## config.mk

```make
export PLATFORM = sky130hd
export DESIGN_NAME = ord_orient_detect
export DESIGN_NICKNAME = d
export VERILOG_FILES = /design/src/hw/ord_pkg.sv /design/src/hw/ord_orient_detect.sv
export SDC_FILE = /design/constraint.sdc
export NUM_CORES = 1
export LEC_CHECK = 0
export BUFFER_PORTS_ARGS = -buffer_cell sky130_fd_sc_hd__buf_2
export CELL_PAD_IN_SITES_DETAIL_PLACEMENT = 1
export CELL_PAD_IN_SITES_GLOBAL_PLACEMENT = 1
export CORE_ASPECT_RATIO = 0.9
export CORE_MARGIN = 1
export CORE_UTILIZATION = 44
export DETAILED_ROUTE_END_ITERATION = 6
export GPL_TIMING_DRIVEN = 0
export PLACE_DENSITY = 0.81
export SLEW_MARGIN = 20
export SYNTH_ARGS = -nofsm -noshare
export SYNTH_HDL_FRONTEND = slang
export SYNTH_SLANG_ARGS = --single-unit
```

## constraint.sdc

```tcl
create_clock -name core_clk -period 4.3 [get_ports core_clk]
set_clock_uncertainty 0.2 [all_clocks]
set_input_delay 0.215 -clock core_clk [delete_from_list [all_inputs] [get_ports core_clk]]
set_output_delay 0.215 -clock core_clk [all_outputs]
set_load 0.005 [all_outputs]
```

## src/hw/ord_pkg.sv

```systemverilog
// Register map, field layout, reset values and timing for orientation detect.
package ord_pkg;
	localparam logic [7:0] ADDR_STATUS   = 8'h10;
	localparam logic [7:0] ADDR_CONFIG   = 8'h11;
	localparam logic [7:0] ADDR_DBCOUNT  = 8'h12;
	localparam logic [7:0] ADDR_BFZLOCK  = 8'h13;

	localparam int STAT_FLAG_BIT  = 7;
	localparam int STAT_LOCK_BIT  = 6;
	localparam int STAT_LP_LSB    = 1;
	localparam int STAT_BF_BIT    = 0;
	localparam int CFG_MODE_BIT   = 7;
	localparam int CFG_EN_BIT     = 6;
	localparam int BF_TRIP_LSB    = 6;
	localparam int ANGLE_A_LSB      = 0;

	localparam logic [7:0] CONFIG_RST  = 8'h80;
	localparam logic [7:0] DBCOUNT_RST = 8'h00;
	localparam logic [7:0] BFZLOCK_RST = 8'h44;
	localparam logic [7:0] CONFIG_MASK  = 8'hc0;
	localparam logic [7:0] BFZLOCK_MASK = 8'hc7;

	// Back/front trip angles in degrees for trip code zero, 5 degree step.
	localparam int BACK_LO_DEG   = 80;
	localparam int BACK_HI_DEG   = 280;
	localparam int FRONT_LO_DEG  = 100;
	localparam int FRONT_HI_DEG  = 260;
	localparam int BF_STEP_DEG   = 5;

	// Base debounce step at the fastest sample rate.
	localparam int STEP_BASE_NS   = 1_250_000;
	localparam int CLK_PERIOD_NS  = 5;
	localparam int STEP_BASE_CYC  = STEP_BASE_NS / CLK_PERIOD_NS;

	// Sample rate codes, fastest first.
	localparam logic [2:0] RATE_800  = 3'h0;
	localparam logic [2:0] RATE_400  = 3'h1;
	localparam logic [2:0] RATE_200  = 3'h2;
	localparam logic [2:0] RATE_100  = 3'h3;
	localparam logic [2:0] RATE_50   = 3'h4;
	localparam logic [2:0] RATE_12P5 = 3'h5;

	typedef enum logic [1:0] {
		OSM_NORMAL = 2'h0,
		OSM_LPLN   = 2'h1,
		OSM_HIRES  = 2'h2,
		OSM_LP     = 2'h3
	} ord_osm_type;
endpackage

```

## src/hw/ord_orient_detect.sv

```systemverilog
// Orientation detection status, configuration and debounce logic.
`timescale 1ns/1ps
module ord_orient_detect #(
	parameter int STEP_CYCLES = ord_pkg::STEP_BASE_CYC
) (
	input  wire logic       core_clk,
	input  wire logic       sys_rst,
	input  wire logic [7:0] reg_addr,
	input  wire logic       reg_wr,
	input  wire logic       reg_rd,
	input  wire logic [7:0] reg_wdata,
	output logic      [7:0] reg_rdata,
	input  wire logic       active_mode,
	input  wire logic       sleep_mode,
	input  wire logic [2:0] output_sample_rate,
	input  wire logic [1:0] osm_sel,
	input  wire logic       over_range,
	input  wire logic [8:0] z_angle_deg,
	input  wire logic [6:0] xy_angle_deg,
	input  wire logic [1:0] lp_candidate,
	output logic            orient_change_flag,
	output logic            ztilt_lockout,
	output logic      [1:0] land_port_code,
	output logic            back_front_bit
);
	initial begin
		if (STEP_CYCLES < 1 || STEP_CYCLES > 32'h7fff_ffff)
			$error("STEP_CYCLES out of range");
		// The limits must leave a held band between back and front, or
		// the answer would flip on every step near the boundary.
		if (ord_pkg::BACK_LO_DEG >= ord_pkg::FRONT_LO_DEG ||
			ord_pkg::BACK_HI_DEG <= ord_pkg::FRONT_HI_DEG)
			$error("back/front limits overlap");
	end

	// Multiples of the base step for each rate and oversampling mode.
	function automatic logic [7:0] step_mult(input logic [2:0] rate,
		input logic [1:0] osm);
		logic [7:0] m;
		m = 8'h01;
		if (rate == ord_pkg::RATE_800)
			m = 8'h01;
		else if (rate == ord_pkg::RATE_400 || osm == ord_pkg::OSM_HIRES)
			m = 8'h02;
		else if (rate == ord_pkg::RATE_200)
			m = 8'h04;
		else if (rate == ord_pkg::RATE_100)
			m = 8'h08;
		else if (rate == ord_pkg::RATE_50 || osm == ord_pkg::OSM_NORMAL)
			m = 8'h10;
		else if (rate == ord_pkg::RATE_12P5 || osm == ord_pkg::OSM_LPLN)
			m = 8'h40;
		else
			m = 8'h80;
		return m;
	endfunction

	// Lockout threshold angle in degrees for each Z-lock code.
	function automatic logic [6:0] angle_a_deg(input logic [2:0] code);
		logic [6:0] d;
		d = 7'h1d;
		case (code)
			3'h0: d = 7'h0e;
			3'h1: d = 7'h12;
			3'h2: d = 7'h15;
			3'h3: d = 7'h19;
			3'h4: d = 7'h1d;
			3'h5: d = 7'h21;
			3'h6: d = 7'h25;
			default: d = 7'h2a;
		endcase
		return d;
	endfunction

	// Read data selection; unmapped offsets return zero.
	function automatic logic [7:0] read_mux(input logic [7:0] addr,
		input logic [7:0] stat, input logic [7:0] cfg,
		input logic [7:0] cnt, input logic [7:0] bfz);
		logic [7:0] v;
		v = 8'h00;
		if (addr == ord_pkg::ADDR_STATUS)
			v = stat;
		else if (addr == ord_pkg::ADDR_CONFIG)
			v = cfg;
		else if (addr == ord_pkg::ADDR_DBCOUNT)
			v = cnt;
		else if (addr == ord_pkg::ADDR_BFZLOCK)
			v = bfz;
		return v;
	endfunction

	// Next debounce count. Wake/sleep changes and disabling restart it so
	// a stale partial count can never complete a later, unrelated change.
	function automatic logic [7:0] dbc_next(input logic [7:0] cnt,
		input logic restart, input logic done, input logic eval,
		input logic diff, input logic clr_mode);
		logic [7:0] n;
		n = cnt;
		if (restart || done)
			n = 8'h00;
		else if (eval && diff)
			n = cnt + 8'h01;
		else if (eval && clr_mode)
			n = 8'h00;
		else if (eval && cnt != 8'h00)
			n = cnt - 8'h01;
		return n;
	endfunction

	logic [7:0] orient_config_r;
	logic [7:0] orient_debounce_count_r;
	logic [7:0] backfront_angle_a_angles_r;
	logic       flag_r;
	logic       lock_r;
	logic [1:0] lp_r;
	logic       bf_r;
	logic [7:0] dbc_r;
	logic       first_r;
	logic       active_d_r;
	logic       sleep_d_r;
	logic [31:0] base_cnt_r;
	logic [7:0] mult_cnt_r;
	logic [7:0] reg_rdata_r;

	wire logic [7:0] status_val;
	wire logic       wr_config;
	wire logic       wr_dbcount;
	wire logic       wr_bfzlock;
	wire logic       rd_status;
	wire logic       det_en;
	wire logic       dbc_mode;
	wire logic [1:0] bf_trip;
	wire logic [8:0] bf_off;
	wire logic       z_back;
	wire logic       z_front;
	wire logic       bf_cand;
	wire logic       lock_cand;
	wire logic       differs;
	wire logic       base_tick;
	wire logic       step_tick;
	wire logic [7:0] mult;
	wire logic       wake_edge;
	wire logic       go_active;
	wire logic       commit;
	wire logic       evaluate;
	wire logic [7:0] dbc_nxt;
	wire logic [7:0] rd_sel;

	assign status_val = {flag_r, lock_r, 3'h0, lp_r, bf_r};
	// Writes to the status offset or unmapped offsets match nothing here.
	assign wr_config  = reg_wr && reg_addr == ord_pkg::ADDR_CONFIG;
	assign wr_dbcount = reg_wr && reg_addr == ord_pkg::ADDR_DBCOUNT;
	assign wr_bfzlock = reg_wr && reg_addr == ord_pkg::ADDR_BFZLOCK;
	assign rd_status  = reg_rd && reg_addr == ord_pkg::ADDR_STATUS;

	assign det_en   = orient_config_r[ord_pkg::CFG_EN_BIT] && active_mode;
	assign dbc_mode = orient_config_r[ord_pkg::CFG_MODE_BIT];
	assign bf_trip  = backfront_angle_a_angles_r[ord_pkg::BF_TRIP_LSB +: 2];

	// The band between the back and front limits keeps the last answer.
	assign bf_off  = 9'(bf_trip) * 9'(ord_pkg::BF_STEP_DEG);
	assign z_back  = z_angle_deg < 9'(ord_pkg::BACK_LO_DEG) - bf_off ||
		z_angle_deg > 9'(ord_pkg::BACK_HI_DEG) + bf_off;
	assign z_front = z_angle_deg > 9'(ord_pkg::FRONT_LO_DEG) + bf_off &&
		z_angle_deg < 9'(ord_pkg::FRONT_HI_DEG) - bf_off;
	assign bf_cand = z_back ? 1'b1 : (z_front ? 1'b0 : bf_r);

	// Lockout while the face plane tilt is below the chosen Z-lock angle.
	assign lock_cand = xy_angle_deg <
		angle_a_deg(backfront_angle_a_angles_r[ord_pkg::ANGLE_A_LSB +: 3]);

	// Any field that would move counts, so lockout alone can carry a change.
	assign differs = {lock_cand, lp_candidate, bf_cand} !=
		{lock_r, lp_r, bf_r};

	// The multiple is compared with >= so a higher rate chosen mid-count
	// ends the step early instead of waiting for the counter to wrap.
	assign mult      = step_mult(output_sample_rate, osm_sel);
	assign base_tick = base_cnt_r == 32'(STEP_CYCLES - 1);
	assign step_tick = base_tick && mult_cnt_r >= mult - 8'h01;

	assign wake_edge = sleep_mode != sleep_d_r;
	assign go_active = active_mode && !active_d_r;

	// Overload freezes both the reported state and the counter.
	assign evaluate = det_en && step_tick && !over_range;
	assign commit   = evaluate && (first_r || (differs &&
		dbc_r + 8'h01 >= orient_debounce_count_r));

	assign dbc_nxt = dbc_next(dbc_r, wake_edge || !det_en, commit,
		evaluate, differs, dbc_mode);
	assign rd_sel  = read_mux(reg_addr, status_val, orient_config_r,
		orient_debounce_count_r, backfront_angle_a_angles_r);

	// Step divider: base steps of STEP_CYCLES, then the rate multiple.
	// Disabling restarts it, so the first step after enable is a full one.

	always_ff @(posedge core_clk) begin
		if (sys_rst || !det_en) begin
			base_cnt_r <= 32'h0000_0000;
			mult_cnt_r <= 8'h00;
		end else if (base_tick) begin
			base_cnt_r <= 32'h0000_0000;
			mult_cnt_r <= step_tick ? 8'h00 : mult_cnt_r + 8'h01;
		end else begin
			base_cnt_r <= base_cnt_r + 32'h0000_0001;
		end
	end

	always_ff @(posedge core_clk) begin
		if (sys_rst) begin
			orient_config_r          <= ord_pkg::CONFIG_RST;
			orient_debounce_count_r  <= ord_pkg::DBCOUNT_RST;
			backfront_angle_a_angles_r <= ord_pkg::BFZLOCK_RST;
		end else begin
			if (wr_config)
				orient_config_r <= reg_wdata & ord_pkg::CONFIG_MASK;
			if (wr_dbcount)
				orient_debounce_count_r <= reg_wdata;
			if (wr_bfzlock)
				backfront_angle_a_angles_r <= reg_wdata & ord_pkg::BFZLOCK_MASK;
		end
	end

	always_ff @(posedge core_clk) begin
		if (sys_rst) begin
			// Reset counts as standby; a level held at release must not
			// read as a wake/sleep change.
			active_d_r <= 1'b0;
			sleep_d_r  <= sleep_mode;
			first_r    <= 1'b0;
		end else begin
			active_d_r <= active_mode;
			sleep_d_r  <= sleep_mode;
			if (go_active)
				first_r <= 1'b1;
			else if (commit)
				first_r <= 1'b0;
		end
	end

	// Debounce counter.
	always_ff @(posedge core_clk) begin
		if (sys_rst)
			dbc_r <= 8'h00;
		else
			dbc_r <= dbc_nxt;
	end

	// Status fields; a commit lands even while the change flag is set.
	always_ff @(posedge core_clk) begin
		if (sys_rst) begin
			lock_r <= 1'b0;
			lp_r   <= 2'b00;
			bf_r   <= 1'b0;
		end else if (commit) begin
			lock_r <= lock_cand;
			lp_r   <= lp_candidate;
			bf_r   <= bf_cand;
		end
	end

	// A new change in the read cycle wins over the clear.
	always_ff @(posedge core_clk) begin
		if (sys_rst)
			flag_r <= 1'b0;
		else if (commit && (first_r || differs))
			flag_r <= 1'b1;
		else if (rd_status)
			flag_r <= 1'b0;
	end

	always_ff @(posedge core_clk) begin
		if (sys_rst)
			reg_rdata_r <= 8'h00;
		else if (reg_rd)
			reg_rdata_r <= rd_sel;
	end

	// Status pins mirror the register bits so a host need not poll.
	assign reg_rdata          = reg_rdata_r;
	assign orient_change_flag = flag_r;
	assign ztilt_lockout      = lock_r;
	assign land_port_code     = lp_r;
	assign back_front_bit     = bf_r;
endmodule

```

Yosys cells after proc, flatten, opt, wreduce, memory -nomap -nowiden
Cells that the tools add are included.
{"block": "classes", "addsub": 9, "multipliers": 1, "n_div": 0, "magnitude_cmp": 7, "n_eq_ne": 20, "shift": 0, "mux": 21, "bitwise": 0, "reduce_logical": 37}
{"cell": "2-to-1 mux 8 bit", "count": 14}
{"cell": "case mux 6 bit (7 select lines)", "count": 1}
{"cell": "adder 32 x 1 -> 32 bit, second input constant", "count": 1}
{"cell": "== test 32 x 18 -> 1 bit, second input constant", "count": 1}
{"cell": "== test 8 x 5 -> 1 bit, second input constant", "count": 4}
{"cell": "< comparator 9 bit", "count": 2}
{"cell": "adder 8 x 1 -> 8 bit, second input constant", "count": 2}
{"cell": "greater-or-equal comparator 8 bit", "count": 2}
{"cell": "logical AND 1 bit", "count": 16}
{"cell": "subtractor 8 x 1 -> 8 bit, second input constant", "count": 2}
{"cell": "== test 3 bit, second input constant", "count": 5}
{"cell": "== test 3 x 2 -> 1 bit, second input constant", "count": 4}
{"cell": "adder 9 x 5 -> 9 bit, first input constant", "count": 1}
{"cell": "> comparator 9 x 8 -> 1 bit", "count": 1}
{"cell": "> comparator 9 bit", "count": 1}
{"cell": "logical OR 1 bit", "count": 9}
{"cell": "subtractor 9 x 5 -> 9 bit, first input constant", "count": 1}
{"cell": "adder 7 x 5 -> 8 bit, first input constant", "count": 1}
{"cell": "nonzero test 8 bit", "count": 1}
{"cell": "subtractor 7 x 5 -> 8 bit, first input constant", "count": 1}
{"cell": "< comparator 7 bit", "count": 1}
{"cell": "== test 3 x 1 -> 1 bit, second input constant", "count": 2}
{"cell": "zero test 3 bit", "count": 2}
{"cell": "2-to-1 mux 1 bit", "count": 6}
{"cell": "10 further kinds", "count": 14}
{"block": "totals", "register_bits": 79, "latchBits": 0, "ram_bits": 0, "rom_bits": 0, "inputBits": 46, "out_inout_bits": 13, "wordCells": 109, "n_memories": 0}

Longest topological paths before layout
{"block": "logic_depth", "depth_word": 17, "ltp_mapped": 13, "depth_no_buf": 12}

Least setup slack after synthesis
No wires, ideal clock.
{"block": "synth_path", "path_kind": "register to register", "start": "register backfront_angle_a_angles_r[7]", "end": "register dbc_r[3]", "setup_ns": 0.086, "t_arrival_ns": 3.065, "t_required_ns": 4.014, "slack_ns": 0.950, "path_stages_with_launch": 14, "n_path_buf": 1, "synth_period_minus_slack_ns": 3.350, "path_cell_list": "dfxtp_1 > inv_1 > ha_1 > inv_1 > ha_1 > and4b_1 > nor2b_1 > a2111oi_0 > nor4_1 > a211oi_4 > buf_6 > o21bai_1 > a211o_1 > a211oi_1"}
{"block": "synth_via", "elab_chain_cells": 12, "word_cells_on_any_way": 22, "classes_between": "4 x add/sub; 1 x mul; 4 x order compare; 1 x eq/ne; 3 x mux; 9 x reduce/logical"}
{"item": "from (decl)", "line": "ord_orient_detect.sv:112", "text": "logic [7:0] backfront_angle_a_angles_r;"}
{"item": "from (signal assigned)", "line": "ord_orient_detect.sv:214", "text": "backfront_angle_a_angles_r <= ord_pkg::BFZLOCK_RST;"}
{"item": "from (signal assigned)", "line": "ord_orient_detect.sv:221", "text": "backfront_angle_a_angles_r <= reg_wdata & ord_pkg::BFZLOCK_MASK;"}
{"item": "multiplier 2 x 3 -> 5 bit *", "line": "ord_orient_detect.sv:161", "text": "assign bf_off = 9'(bf_trip) * 9'(ord_pkg::BF_STEP_DEG);"}
{"item": "subtractor 9 x 5 -> 9 bit or adder 7 x 5 -> 8 bit (tied branches)", "line": "ord_orient_detect.sv:165, ord_orient_detect.sv:164"}
{"item": "< comparator 9 bit or > comparator 9 x 8 -> 1 bit (tied branches)", "line": "ord_orient_detect.sv:165, ord_orient_detect.sv:164"}
{"item": "logical AND 1 bit", "line": "ord_orient_detect.sv:164", "text": "assign z_front = z_angle_deg > 9'(ord_pkg::FRONT_LO_DEG) + bf_off &&"}
{"item": "2-to-1 mux 1 bit", "line": "ord_orient_detect.sv:166", "text": "assign bf_cand = z_back ? 1'b1 : (z_front ? 1'b0 : bf_r);"}
{"item": "2-to-1 mux 1 bit *", "line": "ord_orient_detect.sv:166"}
{"item": "!= test 4 bit *", "line": "ord_orient_detect.sv:173", "text": "assign differs = {lock_cand, lp_candidate, bf_cand} !="}
{"item": "logical AND 1 bit", "line": "ord_orient_detect.sv:187", "text": "assign commit = evaluate && (first_r || (differs &&"}
{"item": "logical OR 1 bit", "line": "ord_orient_detect.sv:187"}
{"item": "logical AND 1 bit", "line": "ord_orient_detect.sv:187"}
{"item": "logical OR 1 bit", "line": "ord_orient_detect.sv:99", "text": "if (restart || done)"}
{"item": "OR reduction 2 bit (no source line)"}
{"item": "to (signal assigned)", "line": "ord_orient_detect.sv:247", "text": "dbc_r <= dbc_nxt;"}
{"item": "to (decl)", "line": "ord_orient_detect.sv:117", "text": "logic [7:0] dbc_r;"}
Mark *: on every way between the ends. The rest lies on a longest branch, timed or not.
A chain may end at the register's enable or synchronous reset.

Worst setup path in the final report
{"block": "layout_path", "start": "register backfront_angle_a_angles_r[6]", "end": "register dbc_r[3]"}
The elaborated chain is that of the path after synthesis.

==> impl_metrics.toml <==
[yosys]
synth-edff-count = 0
yosysUniqueCellTypes = 63
synth_seq_cells = 79
synth_top_area_frac = 0.3119
synth_fp_nets = 713
synthFlopType = "dfxtp_1"
synthesis.area_um2 = 5071
synth_top_cell_by_area = "dfxtp_1"
synth_warnings = 0
async_flop_share = 0
syn_inst = 616
seq_area_frac_synth = 0.3119
avgSynthCellArea_um2 = 8.232
synthTopCellsByArea = "dfxtp_1 (31%), ha_1 (13%), nor2_1 (5.8%)"

[worst_setup_path]
worstSetupEndpointType = "flip-flop"
worstSetupPathType = "flip-flop to flip-flop"
worstRegToRegCells = 13
r2r-start = "backfront_angle_a_angles_r[6]"
critPathLaunchType = "flip-flop"
worstPathArrival_ns = 4.12
required_ns = 4.36
crit_fanout = 10
crit_start = "backfront_angle_a_angles_r[6]"

[pwr]
leakage_uw = 0.002419
power.switching_uw = 368.0
p_int_uw = 1283
combPwrFrac = 0.068
p_total_uw = 1651
power_frac_clock = 0.487
pwr_density_cell_nw_per_um2 = 276.2
seqPwrFrac = 0.445
ir_worst_vdd_mv = 0.1824
swShare = 0.2229

[placement]
pre_cts_ws_ns = 0.2287
dp_hpwl_mm = 10.90
gp_congestion = 0.8224
portBuffers = 55

[detailed_routing]
first_iter_violations = 209
wire_per_inst_um = 16.89
via_per_inst = 5.632
wirelength_mm = 14.37
dr.pass1.iters = 4
vias = 4793
ant_nets = 0
drc = 0

[global_routing]
grt_usage = 0.2530
antenna_found_initial = 0
grt_overflow = 0
grt_max_degree = 14
grt_pass1_wl_mm = 23.94
grt_pass1_vias = 5121

[outcome]
status = "complete, no violations"

[die]
num_rows = 36
fp.dieH_um = 103.8
initial_core_util = 0.4595
io_pins = 59
core_um2 = 11040
fp.dieArea_um2 = 11960
die_w_um = 115.2

[cells_and_area]
finish.utilization = 0.5415
area_growth_pct = 17.84
nets = 791
drive_gt1_frac = 0.1273
diodes = 0
final_cell_mix = "nor2_1 (78), dfxtp_1 (78), buf_2 (56)"
fillers = 1382
multiInputGateArea_um2 = 3304
regArea_um2 = 1583

[cts]
cts_root_buffer = "clkbuf_16"
htreeDepth = 3
cts_buffers = 9
clock-sinks = 79
clock_path_buffers = 2
clock_latency_ns = 0.34
clk_pin_slew_ns = 0.07
cts_tree = "yes"

[job]
drv_cap = 0

[sta]
timing.hold.ws_ns = 0.1116
tns_ns = 0
finalHoldViolCount = 0
fmax_mhz = 246.9
layout_setup_ws_ns = 0.2497
worst_slew_pin_slew_ns = 0.8758
period_share = 0.9419
slew_violations = 0
rsz0062_at_grt = "false"
min_period_ns = 4.050
setup_violations = 0
relSlewSlack = 0.4108

[worst_hold_path]
worstHoldStart = "sys_rst"
min_path_cells = 2
worstHoldPathType = "input pin to flip-flop"
## path summary, 6_finish.rpt
check	endpoint	slack, ns
max reg2reg	dbc_r[3]	0.25
min	reg_rdata[6]	0.11
min reg2reg	base_cnt_r[0]	0.27
max	dbc_r[3]	0.25
## Yosys cell counts (all sizes together), types with 14 or more instances
master	number
or3	14
nand3	28
inv	29
o21ai	25
xor2	26
ha	51
nor2	78
dfxtp	79
a21oi	44
and3	14
clkbuf	16
mux2i	18
xnor2	15
nand2	45
## metrics by stage
step	cell area [um2]	cells
floorplan	5071	616
global placement	5537	823
detailed placement	5537	823
CTS	5974	851
global route	5976	851
finish	5976	851
## critical path, cell delays in order, from the launching register on
cell       delay [ns]
dfxtp_1          0.50
inv_1            0.22
ha_1             0.33
inv_1            0.06
ha_1             0.34
and4b_1          0.22
nor2b_1          0.13
a2111oi_0        0.41
nor4_1           0.20
a211oi_4         0.41
buf_6            0.21
o21bai_1         0.09
a211o_1          0.44
a211oi_1         0.21
## cell type report
type                            count  share of cell area
Buffer                             18             0.01277
Clock buffer                       12             0.04460
Timing Repair Buffer               67             0.06616
Multi-Input combinational cell    490              0.5530
Sequential cell                    79              0.2649
Inverter                           29             0.01822
Tap cell                          152             0.03183
Clock inverter                      4            0.008585
## power by group through the flow
stage | clock (uW) | sequential [uW] | combinational [uW]
floorplan | 0 | 751 | 55.5
global placement | 0 | 751 | 94.5
detailed placement | 0 | 751 | 102
CTS | 823 | 735 | 111
global route | 854 | 735 | 123
finish | 804 | 735 | 112
## state kept, by name, summed over array words and instances (netlist names)
| name | cells |
|---|---|
| dbc_r | 8 |
| active_d_r | 1 |
| first_r | 1 |
| orient_change_flag | 1 |
| sleep_d_r | 1 |
| land_port_code | 2 |
| reg_rdata | 8 |
| orient_config_r | 2 |
| ztilt_lockout | 1 |
| orient_debounce_count_r | 8 |
| mult_cnt_r | 8 |
| base_cnt_r | 32 |
| backfront_angle_a_angles_r | 5 |
| back_front_bit | 1 |
## what timing repair did
item,4_1_cts,5_1_grt
gates resized for setup,0,1
setup endpoints to repair,0,3
hold buffers,12,0
endpoints found under the hold margin,19,0
buffers inserted,0,0
## routing by layer
metal	vias up	part of all wire	global-route usage
met5	-	0	0
met4	0	0.022	0.08627
met3	31	0.023	0.05091
met2	66	0.51	0.4643
met1	2352	0.44	0.2859
li1	2344	-	-
## cells by family (layout without fill, tap and decap cells)
family          after synthesis  in the layout  share of synthesized area
flops                        79             79                     0.3119
mux                          22             22                    0.04441
buf+inv                      47            130                    0.03651
fa+ha+maj                    51             51                     0.1258
xor+xnor                     41             41                    0.07081
simple gates                260            260                     0.2630
other cells                   1              1                  0.0007395
compound gates              115            115                     0.1468
Power figures use the tool's default switching activity.
